## config.mk

```make
export PLATFORM = sky130hd
export DESIGN_NAME = pgc_ctrl
export DESIGN_NICKNAME = d
export VERILOG_FILES = /design/src/hdl/pgc_ctrl.v
export VERILOG_INCLUDE_DIRS = /design/src /design/src/hdl
export SDC_FILE = /design/constraint.sdc
export NUM_CORES = 1
export LEC_CHECK = 0
export ABC_CLOCK_PERIOD_IN_PS = 2700
export BUFFER_PORTS_ARGS = -buffer_cell sky130_fd_sc_hd__clkbuf_2
export CORE_MARGIN = 2
export CORE_UTILIZATION = 43
export CTS_BUF_LIST = sky130_fd_sc_hd__clkbuf_4 sky130_fd_sc_hd__clkbuf_8 sky130_fd_sc_hd__clkbuf_16
export DETAILED_ROUTE_END_ITERATION = 8
export PLACE_DENSITY = 0.84
export SYNTH_ARGS = -nofsm -noshare
export SYNTH_HDL_FRONTEND = slang
export SYNTH_SLANG_ARGS = --single-unit
export TNS_END_PERCENT = 20
```

## constraint.sdc

```tcl
create_clock -name clock_i -period 2.7 [get_ports clock_i]
set_input_delay 0.405 -clock clock_i [delete_from_list [all_inputs] [get_ports clock_i]]
set_output_delay 0.405 -clock clock_i [all_outputs]
set_load 0.02 [all_outputs]
```

## src/hdl/pgc_defines.vh

```
// Function
// at system reset take the three power class straps as the advertised power class
// a later write to the power class field replaces the strapped default
// codes 000 to 011 are non-bus-powered classes: none, 15, 30, 45 W
// codes 100, 110, 111 are bus-powered classes; code 101 is reserved
// writing 1 to the bus reset request bit starts a bus reset
// a write setting the request bit also loads root holdoff and gap count
// sent and received config packets load root holdoff and gap count; the code drops one that meets a request-bit write
// two bus resets without a gap count update force the gap count to 63
// a register-initiated bus reset keeps the gap count just written
// after sending a config packet software must reset with matching values
// other register resets must write gap count 63 and current root holdoff
// software writes register 1 only with the request bit set
// straps are sampled once as reset releases, then ignored
`ifndef PGC_DEFINES_VH
`define PGC_DEFINES_VH
// ----------------------------------------------------------------
// register byte addresses
// ----------------------------------------------------------------
`define PGC_ADDR_BUSCTL   4'h0
`define PGC_ADDR_PWR      4'h4
`define PGC_ADDR_STATUS   4'h8
// ----------------------------------------------------------------
// bus control register fields
// ----------------------------------------------------------------
`define PGC_GAP_LSB       0
`define PGC_GAP_MSB       5
`define PGC_RHB_BIT       6
`define PGC_IBR_BIT       7
`define PGC_GAP_MAX       6'h3F
`define PGC_GAP_RESET     6'h3F
// ----------------------------------------------------------------
// power class register and self-id field
// ----------------------------------------------------------------
`define PGC_PWR_LSB       0
`define PGC_PWR_MSB       2
`define PGC_PWR_RESERVED  3'h5
`define PGC_SID_PWR_LSB   21
`define PGC_SID_PWR_MSB   23
// ----------------------------------------------------------------
// status register fields
// ----------------------------------------------------------------
`define PGC_ST_ARMED_BIT  0
`define PGC_ST_BUSPWR_BIT 1
`define PGC_ST_RSVD_BIT   2
// ----------------------------------------------------------------
// axi responses
// ----------------------------------------------------------------
`define PGC_RESP_OKAY     2'h0
`define PGC_RESP_SLVERR   2'h2
`endif

```

## src/hdl/pgc_ctrl.v

```verilog
`timescale 1ns/1ps
`default_nettype none
`include "pgc_defines.vh"
module pgc_ctrl (
	input  wire        clock_i,
	input  wire        rst_n_i,
	input  wire [2:0]  power_class_straps_i,
	input  wire        bus_reset_done_i,
	input  wire        cfg_pkt_valid_i,
	input  wire        cfg_pkt_rhb_i,
	input  wire [5:0]  cfg_pkt_gap_i,
	input  wire [3:0]  s_axi_awaddr_i,
	input  wire        s_axi_awvalid_i,
	output reg         s_axi_awready_o,
	input  wire [31:0] s_axi_wdata_i,
	input  wire [3:0]  s_axi_wstrb_i,
	input  wire        s_axi_wvalid_i,
	output reg         s_axi_wready_o,
	output reg  [1:0]  s_axi_bresp_o,
	output reg         s_axi_bvalid_o,
	input  wire        s_axi_bready_i,
	input  wire [3:0]  s_axi_araddr_i,
	input  wire        s_axi_arvalid_i,
	output reg         s_axi_arready_o,
	output reg  [31:0] s_axi_rdata_o,
	output reg  [1:0]  s_axi_rresp_o,
	output reg         s_axi_rvalid_o,
	input  wire        s_axi_rready_i,
	output reg         bus_reset_req_o,
	output reg  [5:0]  gap_count_o,
	output reg         root_holdoff_bit_o,
	output reg  [2:0]  power_class_o,
	output reg  [31:0] self_id_pwr_mask_o
);

// ----------------------------------------------------------------
// state
// ----------------------------------------------------------------
reg        strap_pending;
reg        gap_armed;
reg        aw_held;
reg        w_held;
reg [3:0]  aw_addr;
reg [31:0] w_data;
reg [3:0]  w_strb;
wire       wr_fire;
wire       wr_busctl;
wire       wr_pwr;
wire       ibr_write;
reg [31:0] next_rdata;
reg [1:0]  next_rresp;

function is_mapped;
	input [3:0] a;
	begin
		is_mapped = (a == `PGC_ADDR_BUSCTL) || (a == `PGC_ADDR_PWR) ||
			(a == `PGC_ADDR_STATUS);
	end
endfunction

// places a power class in the self-id power field, all other bits zero
function [31:0] sid_mask;
	input [2:0] cls;
	begin
		sid_mask = 32'h0;
		sid_mask[`PGC_SID_PWR_MSB:`PGC_SID_PWR_LSB] = cls;
	end
endfunction

assign wr_fire   = aw_held && w_held && !s_axi_bvalid_o;
assign wr_busctl = wr_fire && (aw_addr == `PGC_ADDR_BUSCTL) && w_strb[0];
assign wr_pwr    = wr_fire && (aw_addr == `PGC_ADDR_PWR) && w_strb[0];
// only writes with the request bit set count; anything else is ignored
assign ibr_write = wr_busctl && w_data[`PGC_IBR_BIT];

// ----------------------------------------------------------------
// write channel: address and data taken in either order
// ----------------------------------------------------------------
always @(posedge clock_i or negedge rst_n_i) begin
	if (!rst_n_i) begin
		aw_held         <= 1'b0;
		w_held          <= 1'b0;
		aw_addr         <= 4'h0;
		w_data          <= 32'h0;
		w_strb          <= 4'h0;
		s_axi_awready_o <= 1'b0;
		s_axi_wready_o  <= 1'b0;
		s_axi_bvalid_o  <= 1'b0;
		s_axi_bresp_o   <= `PGC_RESP_OKAY;
	end else begin
		s_axi_awready_o <= !aw_held && !s_axi_awready_o && !s_axi_bvalid_o;
		s_axi_wready_o  <= !w_held && !s_axi_wready_o && !s_axi_bvalid_o;
		if (s_axi_awvalid_i && s_axi_awready_o) begin
			aw_held <= 1'b1;
			aw_addr <= s_axi_awaddr_i;
		end
		if (s_axi_wvalid_i && s_axi_wready_o) begin
			w_held <= 1'b1;
			w_data <= s_axi_wdata_i;
			w_strb <= s_axi_wstrb_i;
		end
		if (wr_fire) begin
			aw_held        <= 1'b0;
			w_held         <= 1'b0;
			s_axi_bvalid_o <= 1'b1;
			s_axi_bresp_o  <= is_mapped(aw_addr) ? `PGC_RESP_OKAY :
				`PGC_RESP_SLVERR;
		end else if (s_axi_bready_i) begin
			s_axi_bvalid_o <= 1'b0;
		end
	end
end

// ----------------------------------------------------------------
// bus control: request bit, root holdoff, gap count
// ----------------------------------------------------------------
always @(posedge clock_i or negedge rst_n_i) begin
	if (!rst_n_i) begin
		bus_reset_req_o    <= 1'b0;
		gap_count_o        <= `PGC_GAP_RESET;
		root_holdoff_bit_o <= 1'b0;
		gap_armed          <= 1'b0;
	end else begin
		bus_reset_req_o <= ibr_write;
		if (ibr_write) begin
			gap_count_o        <= w_data[`PGC_GAP_MSB:`PGC_GAP_LSB];
			root_holdoff_bit_o <= w_data[`PGC_RHB_BIT];
			// the reset this write starts must not undo the new value
			gap_armed          <= 1'b0;
		end else if (cfg_pkt_valid_i) begin
			gap_count_o        <= cfg_pkt_gap_i;
			root_holdoff_bit_o <= cfg_pkt_rhb_i;
			gap_armed          <= 1'b0;
		end else if (bus_reset_done_i) begin
			if (gap_armed)
				gap_count_o <= `PGC_GAP_MAX;
			gap_armed <= 1'b1;
		end
	end
end

// ----------------------------------------------------------------
// power class: strap once after reset release, then software
// ----------------------------------------------------------------
always @(posedge clock_i or negedge rst_n_i) begin
	if (!rst_n_i) begin
		strap_pending      <= 1'b1;
		power_class_o      <= 3'h0;
		self_id_pwr_mask_o <= 32'h0;
	end else begin
		strap_pending <= 1'b0;
		if (strap_pending) begin
			power_class_o <= power_class_straps_i;
			self_id_pwr_mask_o <= sid_mask(power_class_straps_i);
		end else if (wr_pwr) begin
			power_class_o <= w_data[`PGC_PWR_MSB:`PGC_PWR_LSB];
			self_id_pwr_mask_o <=
				sid_mask(w_data[`PGC_PWR_MSB:`PGC_PWR_LSB]);
		end
	end
end

// ----------------------------------------------------------------
// read channel
// ----------------------------------------------------------------
always @* begin
	next_rdata = 32'h0;
	next_rresp = `PGC_RESP_OKAY;
	case (s_axi_araddr_i)
	`PGC_ADDR_BUSCTL: begin
		next_rdata[`PGC_GAP_MSB:`PGC_GAP_LSB] = gap_count_o;
		next_rdata[`PGC_RHB_BIT] = root_holdoff_bit_o;
	end
	`PGC_ADDR_PWR: begin
		next_rdata[`PGC_PWR_MSB:`PGC_PWR_LSB] = power_class_o;
	end
	`PGC_ADDR_STATUS: begin
		next_rdata[`PGC_ST_ARMED_BIT] = gap_armed;
		// the reserved code is not counted as a bus-powered class
		next_rdata[`PGC_ST_BUSPWR_BIT] = power_class_o[`PGC_PWR_MSB] &&
			(power_class_o != `PGC_PWR_RESERVED);
		next_rdata[`PGC_ST_RSVD_BIT] =
			(power_class_o == `PGC_PWR_RESERVED);
	end
	default: begin
		next_rresp = `PGC_RESP_SLVERR;
	end
	endcase
end

always @(posedge clock_i or negedge rst_n_i) begin
	if (!rst_n_i) begin
		s_axi_arready_o <= 1'b0;
		s_axi_rvalid_o  <= 1'b0;
		s_axi_rdata_o   <= 32'h0;
		s_axi_rresp_o   <= `PGC_RESP_OKAY;
	end else begin
		s_axi_arready_o <= !s_axi_arready_o && !s_axi_rvalid_o;
		if (s_axi_arvalid_i && s_axi_arready_o) begin
			s_axi_rvalid_o <= 1'b1;
			s_axi_rdata_o  <= next_rdata;
			s_axi_rresp_o  <= next_rresp;
		end else if (s_axi_rready_i) begin
			s_axi_rvalid_o <= 1'b0;
		end
	end
end

endmodule // pgc_ctrl
`default_nettype wire

```

# == Word-level counts from Yosys, hierarchy flattened ==
# Index checks and enable logic that the tools add are counted.
# word_totals
in_bits,63
register_bits,76
elab_cells,88
out_inout_bits,84
# op_classes
eq_ne,6
reduce_logical,37
mux,25
# op_table
op,n
2-to-1 mux 32 bit,2
2-to-1 mux 6 bit,4
logical AND 1 bit,16
2-to-1 mux 1 bit,13
nonzero test 2 bit,6
case mux 3 bit (3 select lines),1
equality test 4 x 3 -> 1 bit (second input constant),2
equality test 4 bit (second input constant),2
logical NOT 4 bit,2
logical NOT 1 bit,7
2-to-1 mux 3 bit,2
nonzero test 3 bit,2
2-to-1 mux 2 bit,2
2-to-1 mux 4 bit,1
equality test 3 bit (second input constant),1
inequality test 3 bit (second input constant),1
OR reduction 3 bit,1
logical OR 1 bit,2
AND reduction 2 bit,1

# == Depth between registers and ports, before layout ==
# Gate-level depths: netlist (run 1).
# logic_depth
depth_word,7
ltp_mapped,5

# == Least setup slack after synthesis (run 1) ==
# OpenSTA, ideal clock, no wires.
# synth_path
path_type,register to register
start,register aw_addr[1]
end,register root_holdoff_bit_o
stages_incl_launch_ff,5
path_buffers,1
setup_ns,0.125
required_time_ns,2.575
period_less_slack_ns,1.902
path_slack_ns,0.798
arrival_time_ns,1.777
cell_sequence,dfrtp_1 -> or4b_4 -> or4_4 -> buf_6 -> mux2_4
# synth_between
elab_chain_len,5
elab_cells_between_ends,6
# synth_lines
element,line,text
from (decl),pgc_ctrl.v:43,reg [3:0] aw_addr;
from (signal assigned),pgc_ctrl.v:95,aw_addr <= s_axi_awaddr_i;
logical NOT 4 bit (no line) *,-,
logical AND 1 bit * (2 in series),pgc_ctrl.v:71,assign wr_busctl = wr_fire && (aw_addr == `PGC_ADDR_BUSCTL) && w_strb[0];
logical AND 1 bit *,pgc_ctrl.v:74,assign ibr_write = wr_busctl && w_data[`PGC_IBR_BIT];
2-to-1 mux 1 bit / nonzero test 2 bit (equally long branches),-,
to (signal assigned),pgc_ctrl.v:127,root_holdoff_bit_o <= w_data[`PGC_RHB_BIT];
to (signal assigned),pgc_ctrl.v:132,root_holdoff_bit_o <= cfg_pkt_rhb_i;
to (decl),pgc_ctrl.v:31,"output reg root_holdoff_bit_o,"
# Every way passes the cells marked *; elsewhere a longest branch is shown, timed or not.
# A chain may end at the register's enable or synchronous reset.

# == Final worst setup path (run 1) ==
# Ends and elaborated chain as after synthesis.

==> results.md, run 1 <==
* Largest family of logic cells by synthesized area: buffers and inverters
* Final hold slack at 0.281 ns
* Congestion Overflow GR at 0
* Area Overhead vs Synth at 10.1%
* Sequential area share after synthesis at 46.2%
* Total Nets Final at 339
* DR vias at 1544
* TritonCTS buffer count at 5
* Clock Path Buffers at 2
* Clk sink count at 42
* Crit path required time at 2.87 ns
* FF-to-FF End: root_holdoff_bit_o
* Slew Viols, Final at 0
* Final Setup Violations at 0
* Post-route design area at 2530 sq um
* Cell variety after synth at 35
* Peak fanout along the critical path at 8
* Xor/xnor share of the synthesized area at 0%
* Top-Level Pins at 147
* Startpoint types: register
* CTS root buf: clkbuf_8
* N_diodes at 0
* Final Wtd Congestion at 0.783
* Worst setup margin at 0.750 ns
* Post-synthesis mux area share at 11.9%
* Critical R2R Launch: aw_addr[1]
* Initial antenna violation count at 0
* Logic pwr share at 30.7%
* Hold buffer count at CTS at 0
* Post-Synth Simple-Gate Area at 10.1%
* First-pass GRT wire length at 6640 um
* Placed Area at 2440 sq um
* Most common cell after layout, fill and taps aside: clkbuf_2
* Die ar. at 5940 sq um
* Port Buffers at 63
* Pwr/cell area at 807 nW/um^2
* Vias per std cell at 4.45
* Final wirelength at 4090 um
* Vias in the first global route at 1429
* DP Worst Slack at 0.759 ns
* Net Sw Frac at 35.8%
* CTS H-tree depth at 2
* Leakage at 1.32 nW
* Flops & latches, synth at 42
* Hold Crit Class: in2async
* CTS tree: yes
* Worst Setup SP: aw_addr[1]
* Mapped cell area at 2300 sq um
* Fill count at 483
* NetSw at 0.000730 W
* Pwr Total at 0.00204 W
* Worst Skew at 0.00426 ns
* Synth Area in Compound Gates at 9.97%
* Drt drc at 0
* DR pass1 iterations at 4
* Clock slew at reported path FFs at 0.07 ns
* Overall routing resource usage at 14.0%
* CTS resizes at 0
* Worst skew pair latency at 0.29 ns
* Iter 0 DRT Violations at 48
* VDD IR max at 487 uV
* Die Ht at 77.1 um
* Die width at 77.1 um
* Slew headroom at 32.6%
* Yosys Warn Count at 0
* Post-synth EDFFs at 0
* Post-Synth Adder-Cell Area at 0%
* Max_cap viols at 0
* Clk network pwr share at 20.2%
* Reg-to-reg slack, setup at 0.75 ns
* Arrival time of the worst setup path at 2.12 ns
* Async S/R FF share, synth at 100%
* Tmin final at 1.95 ns
* Worst-margin pin slew at 1.01 ns
* Top FF cell, synth: dfrtp_1
* Int Pwr at 0.00131 W
* Mapped Cells at 215
* Sequential share of power at 49.1%
* Status: finished, final reports clean
* Worst Setup Path Type: reg2reg
* Setup TNS at 0 ns
* Commonest non-fill, non-tap cells in the layout: clkbuf_2, conb_1, dfrtp_1
* Antenna-violating nets left at 0
* Crit end category: register
* Placement Rows at 26
* Max Clock Freq at 0.513 GHz
* HPWL after DPL at 3210 um
* Pin count of the biggest net entering global routing at 43
* Core box area at 5140 sq um
* Reg2Reg Depth at 3
* Post-CTS Setup Repair Bufs at 0
* RSZ-0062 raised after global routing: false
* Fraction of layout cells with a size suffix above 1 at 36.5%
* Hold Vio Cnt, Final at 0
* Starting density of the core at 44.7%
* WL/cell at 11.8 um
* Period utilization at 72.2%
* Syn Area/Cell at 10.7 sq um
==> per-layer routing <==
metal  routed length [um]  share of wire, %  vias up  GRT usage [%]
met5                    0                 0        -              0
met4                   30              0.73        0           5.18
met3                  354               8.7        3           4.35
met2                 1910                47       79           21.9
met1                 1800                44      716           18.3
li1                     -                 -      746              -
==> per-stage QoR <==
stage,cells,utilization (%)
after CTS,347,49.2
after global routing,347,49.2
after detailed placement,339,47.4
after global placement,339,47.4
after floorplan,271,-
final,347,49.2
==> Yosys cell counts (2+ instances only) <==
master    count  area [sq um]
nand3_1       3          15.0
nor3b_1       2          15.0
dfrtp_1      35           876
inv_1         7          26.3
a21oi_1       8          40.0
nor2_1        8          30.0
a22o_1        4          35.0
mux2_2       14           158
a21boi_0      2          15.0
nor4b_1       2          17.5
mux2_4        7           105
buf_4        59           443
a31oi_1       3          18.8
nor3_1        3          15.0
dfstp_2       7           184
o21ai_0      14          70.1
nand2_1      13          48.8
a211oi_1      3          22.5
clkbuf_1      4          15.0
nand3b_1      2          15.0
==> area by class of cell <==
cell class,count,area (sq um),share of cell area [%]
timing repair buffer,63,315,12.5
sequential,42,1060,41.9
inverter,7,26.3,1.04
clock buffer,8,91.3,3.61
tap,70,87.6,3.47
multi-input combinational,157,947,37.5
==> power groups by stage <==
stage	Sequential, W	Clock [W]	Combinational (W)
detailed placement	0.00101	0	0.000632
floorplan	0.00106	0	0.000438
global placement	0.00100	0	0.000608
global route	0.00104	0.000453	0.000692
CTS	0.00100	0.000425	0.000634
finish	0.00100	0.000412	0.000627
==> cells by family (layout without fill, tap and decap cells) <==
logic type      Yosys count  in the layout
compound gates           37             37
buf+inv                  72             78
flops                    42             42
mux                      22             22
other cells               1             57
simple gates             41             41
==> critical path, cell delays in order (launching register included) <==
cell and delay [ns]:
dfrtp_1 0.41, or4b_4 0.57, or4_4 0.53, mux2_4 0.33
==> registers in the layout, indices dropped and copies added, names as in the netlist, 3 cells and up <==
name and count:
power_class_o 3, aw_addr 4, w_data 8, gap_count_o 6, s_axi_rdata_o 7
==> worst max path at each step <==
stage	endpoint	slack, ns
4_1_cts	root_holdoff_bit_o	0.74
3_5_place_dp	root_holdoff_bit_o	0.76
2_1_floorplan	root_holdoff_bit_o	0.80
3_3_place_gp	root_holdoff_bit_o	0.77
6_report	root_holdoff_bit_o	0.75
5_1_grt	root_holdoff_bit_o	0.69
No activity file was read; power rests on OpenSTA's default activity.
==> inputs of run 2 (changes only) <==
--- a/config.mk
+++ b/config.mk
@@ -6,7 +6,7 @@
 export SDC_FILE = /design/constraint.sdc
 export NUM_CORES = 1
 export LEC_CHECK = 0
-export ABC_CLOCK_PERIOD_IN_PS = 2700
+export ABC_CLOCK_PERIOD_IN_PS = 1900
 export BUFFER_PORTS_ARGS = -buffer_cell sky130_fd_sc_hd__clkbuf_2
 export CORE_MARGIN = 2
 export CORE_UTILIZATION = 43
==> constraint.sdc (replaced) <==
create_clock -name clock_i -period 1.9 [get_ports clock_i]
set_input_delay 0.285 -clock clock_i [delete_from_list [all_inputs] [get_ports clock_i]]
set_output_delay 0.285 -clock clock_i [all_outputs]
set_load 0.02 [all_outputs]
==> run 2 against run 1 <==
Compared with the run above:
- design area grew 3.9%
- clock power grew 100%
- worst setup slack lost 0.73 ns
- utilization grew 1.9 points
- clock-buffer cell count shrank 3
- worst hold slack lost 0.24 ns
- sequential cell count is the same
- non-clock buffer count grew 7
- critical path type unchanged
- critical endpoint unchanged
==> results.md, run 2 (synthesized netlist as in run 1, its figures left out) <==
* Placement Rows at 26
* Vias per std cell at 4.46
* Top flop regs: w_data x8, s_axi_rdata_o x7, gap_count_o x6
* Clock Path Buffers at 2
* Clk sink count at 42
* Pwr/cell area at 1220 nW/um^2
* Die width at 77.1 um
* Die ar. at 5940 sq um
* Starting density of the core at 44.7%
* Overall routing resource usage at 14.9%
* Placed instance count at 346
* WL/cell at 11.9 um
* Worst-margin pin slew at 0.604 ns
* Period utilization at 99.1%
* Congestion Overflow GR at 0
* Crit path required time at 2.08 ns
* Top-Level Pins at 147
* HPWL after DPL at 3320 um
* Startpoint types: register
* Critical R2R Launch: aw_addr[1]
* Largest Register: w_data
* Slew Viols, Final at 0
* Most common cell after layout, fill and taps aside: clkbuf_2
* DR vias at 1578
* Final wirelength at 4210 um
* Initial antenna violation count at 0
* Tmin final at 1.88 ns
* VDD IR max at 702 uV
* Arrival time of the worst setup path at 2.07 ns
* Leakage at 1.38 nW
* Final hold slack at 0.0428 ns
* DP Worst Slack at 0.0152 ns
* RSZ-0062 raised after global routing: true
* Max_cap viols at 0
* Max reg flops at 8
* CTS H-tree depth at 2
* CTS tree: yes
* Peak fanout along the critical path at 8
* Die Ht at 77.1 um
* Commonest non-fill, non-tap cells in the layout: clkbuf_2, conb_1, dfrtp_1
* N_diodes at 0
* Area Overhead vs Synth at 14.4%
* DR pass1 iterations at 4
* Worst skew pair latency at 0.30 ns
* Final Wtd Congestion at 0.796
* Post-CTS Setup Repair Bufs at 0
* Fraction of layout cells with a size suffix above 1 at 38.0%
* Final Setup Violations at 0
* Clock slew at reported path FFs at 0.09 ns
* Pin count of the biggest net entering global routing at 43
* Total Nets Final at 346
* Crit end category: register
* Slew headroom at 59.2%
* First-pass GRT wire length at 6980 um
* Worst setup margin at 0.0179 ns
* Drt drc at 0
* Worst Skew at 0.00920 ns
* Antenna-violating nets left at 0
* Worst Setup Path Type: reg2reg
* Vias in the first global route at 1489
* Hold Vio Cnt, Final at 0
* Iter 0 DRT Violations at 64
* Status: finished, final reports clean
* TritonCTS buffer count at 5
* Worst Setup SP: aw_addr[1]
* Fin cells at 354
* Port Buffers at 63
* Hold Crit Class: in2async
* Max Clock Freq at 0.531 GHz
* Core box area at 5140 sq um
* CTS root buf: clkbuf_8
[run 2: routing by layer]
metal	global-route usage [%]	wire length (um)	part of all wire [%]	up-vias
met4	5.89	67	1.6	0
met5	0	0	0	-
met1	18.9	1800	43	728
li1	-	-	-	756
met2	24.3	1990	47	85
met3	4.24	354	8.4	9
[run 2: repair_timing]
| item | 4_1_cts | 5_1_grt |
|---|---|---|
| hold buffers | 0 | 0 |
| setup endpoints to repair | 0 | 1 |
| gates resized for setup | 0 | 0 |
[run 2: critical path: stages, from the launching register on]
cell and delay (ns):
dfrtp_1 0.38, or4b_4 0.54, or4_4 0.53, mux2_4 0.33
[run 2: final timing paths]
check                                           to  slack [ns]  cells after the start
worst max-delay path            root_holdoff_bit_o        0.02                      3
worst min-delay path                    aw_addr[3]        0.04                      2
worst max register to register  root_holdoff_bit_o        0.02                      3
worst min register to register     s_axi_arready_o        0.46                      1
max in group asynchronous           gap_count_o[1]        1.48                      2
min in group clock_i                s_axi_bvalid_o        0.17                      2
[run 2: report_power, final]
| group | total (W) | leakage [nW] | switching, W | internal [W] |
|---|---|---|---|---|
| Combinational | 0.000964 | 0.804 | 0.000537 | 0.000427 |
| Sequential | 0.00141 | 0.504 | 0.000229 | 0.00118 |
| Clock | 0.000836 | 0.0683 | 0.000310 | 0.000526 |
[run 2: cell type report]
| cell class | instances | area [sq um] |
|---|---|---|
| clock buffers | 5 | 68.8 |
| clock inverters | 3 | 68.8 |
| fillers | 484 | 2510 |
| inverters | 7 | 26.3 |
| multi-input cells | 157 | 947 |
| flip-flops and latches | 42 | 1060 |
| well taps | 70 | 87.6 |
| repair buffers | 70 | 368 |
[run 2: stage by stage]
| step | total power (W) | utilization (%) | instance area, sq um | TNS, ns |
|---|---|---|---|---|
| 2_1_floorplan | 0.00213 | - | 2510 | -0.00181 |
| 3_3_place_gp | 0.00235 | 48.4 | 2490 | 0 |
| 3_5_place_dp | 0.00240 | 48.4 | 2490 | 0 |
| 4_1_cts | 0.00324 | 51.1 | 2630 | 0 |
| 5_1_grt | 0.00343 | 51.1 | 2630 | -0.0230 |
| 6_report | 0.00321 | 51.1 | 2630 | 0 |
==> inputs of run 3 (changes only) <==
--- a/config.mk
+++ b/config.mk
@@ -8,7 +8,6 @@
 export LEC_CHECK = 0
 export ABC_CLOCK_PERIOD_IN_PS = 1900
 export BUFFER_PORTS_ARGS = -buffer_cell sky130_fd_sc_hd__clkbuf_2
-export CORE_MARGIN = 2
 export CORE_UTILIZATION = 43
 export CTS_BUF_LIST = sky130_fd_sc_hd__clkbuf_4 sky130_fd_sc_hd__clkbuf_8 sky130_fd_sc_hd__clkbuf_16
 export DETAILED_ROUTE_END_ITERATION = 8
==> run 3 against run 2 <==
Compared with the run above:
- the run now ends with negative setup slack left
- total power decreased by 5.7%
- critical endpoint unchanged
- combinational power increased by 0.5%
- highest routed layer unchanged
- die area decreased by 5.1%
- sequential cell count unchanged
- design area decreased by 0.19%
==> results.md, run 3 (synthesized netlist as in run 1, its figures left out) <==
* Crit end category: register
* Slew headroom at 58.2%
* Placed instance count at 346
* Fill count at 487
* First-pass GRT wire length at 5800 um
* Vias per std cell at 4.45
* CTS tree: yes
* Vias in the first global route at 1310
* Initial antenna violation count at 0
* Top flop regs: w_data x8, s_axi_rdata_o x7, gap_count_o x6
* Overall routing resource usage at 14.0%
* CTS H-tree depth at 2
* DR pass1 iterations at 4
* Port Buffers at 63
* Die Ht at 75.1 um
* Post-CTS Setup Repair Bufs at 0
* Total Nets Final at 347
* Worst Skew at 0.00192 ns
* Antenna-violating nets left at 0
* Critical path cell sequence: or4b_4, or4_4, mux2_4
* Max reg flops at 8
* Iter 0 DRT Violations at 32
* Worst-margin pin slew at 0.618 ns
* Clock slew at reported path FFs at 0.08 ns
* WL/cell at 11.0 um
* Fin cells at 355
* Largest Register: w_data
* Tmin final at 1.90 ns
* Worst Setup Path Type: reg2reg
* Worst setup margin at -0.00155 ns
* Clock Path Buffers at 2
* Multi-input logic area at 947 sq um
* Worst path max stage delay at 0.54 ns
* Placement Rows at 26
* Crit-path leading delay family: simple AND/OR/NAND/NOR gates
* CTS root buf: clkbuf_8
* Final Wtd Congestion at 0.753
* Clk sink count at 42
* Final wirelength at 3920 um
* Drt drc at 0
* FF/Latch Area at 1060 sq um
* Status: complete, but fails checks
* Congestion Overflow GR at 0
* Post-layout util at 51.0%
* Failing checks: negative setup slack
* Pwr Total at 0.00303 W
* Most common cell after layout, fill and taps aside: clkbuf_2
* Hold Vio Cnt, Final at 0
* N_diodes at 0
* HPWL after DPL at 3170 um
* Final hold slack at 0.178 ns
* Core box area at 5140 sq um
* Leakage at 1.37 nW
* Max_cap viols at 0
* Fraction of layout cells with a size suffix above 1 at 37.9%
* Crit path max-delay cell type: or4b_4
* Commonest non-fill, non-tap cells in the layout: clkbuf_2, conb_1, dfrtp_1
* VDD IR max at 725 uV
* Placed Area at 2500 sq um
* DR vias at 1581
* Pin count of the biggest net entering global routing at 23
* Top-Level Pins at 147
* Starting density of the core at 44.7%
* Die width at 75.1 um
* Post-route design area at 2620 sq um
* Pwr/cell area at 1160 nW/um^2
* RSZ-0062 raised after global routing: true
* Slew Viols, Final at 0
* Area Overhead vs Synth at 14.2%
* TritonCTS buffer count at 5
* Startpoint types: register
* Worst path bufs/invs at 0
* Final Setup Violations at 1
* Crit path required time at 2.08 ns
* Max Clock Freq at 0.526 GHz
* Die ar. at 5640 sq um
* Arrival time of the worst setup path at 2.08 ns
* Worst skew pair latency at 0.29 ns
* Peak fanout along the critical path at 8
* Hold Crit Class: in2reg
* Period utilization at 100%
[run 3: cell types whose count changed in the layout (fill, tap and decap cells not counted)]
cell | previous run | this run
clkbuf_8 | 5 | 8
dlygate4sd3_1 | 0 | 1
clkinv_4 | 1 | 0
buf_4 | 7 | 6
bufinv_16 | 2 | 0
buf_12 | 0 | 1
[run 3: path summary, 6_finish.rpt]
check,start,endpoint,slack (ns),cells past startpoint
min in group asynchronous,rst_n_i,w_data[6],0.50,2
max in group asynchronous,rst_n_i,gap_count_o[0],0.82,3
worst max-delay path,aw_addr[1],root_holdoff_bit_o,-0.002,3
worst min register to register,s_axi_arready_o,s_axi_arready_o,0.45,1
worst min-delay path,s_axi_bready_i,s_axi_bvalid_o,0.18,2
worst max register to register,aw_addr[1],root_holdoff_bit_o,-0.002,3
[run 3: final cells by class]
cell class                      count  share of cell area (%)
Sequential cell                    42                    40.4
Multi-Input combinational cell    157                    36.1
Timing Repair Buffer               71                    14.9
Clock buffer                        8                    4.20
Tap cell                           70                    3.34
Inverter                            7                    1.00
[run 3: through the flow]
stage / setup slack (ns) / setup TNS [ns]
6_report: -0.00155 / -0.00155
3_3_place_gp: 0.0231 / 0
4_1_cts: -0.00694 / -0.00694
5_1_grt: -0.0370 / -0.0371
2_1_floorplan: -0.00181 / -0.00181
3_5_place_dp: 0.0106 / 0
[run 3: timing repair]
item | in CTS | in global routing
hold buffers | 1 | 0
resized for setup | 0 | 0
hold endpoints to repair | 17 | 0
endpoints found under the setup margin | 1 | 2
[run 3: report_power, final]
group	switching, W	internal (W)	total, W
logic	0.000538	0.000431	0.000969
registers	0.000220	0.00118	0.00140
clock network	0.000289	0.000367	0.000656
[run 3: metal layers]
| layer | wire (um) | vias to the layer above | GRT usage (%) |
|---|---|---|---|
| met5 | 0 | - | 0 |
| met4 | 46 | 0 | 6.29 |
| met3 | 268 | 5 | 4.42 |
| met2 | 1940 | 73 | 24.0 |
| met1 | 1670 | 740 | 16.1 |
| li1 | - | 763 | - |
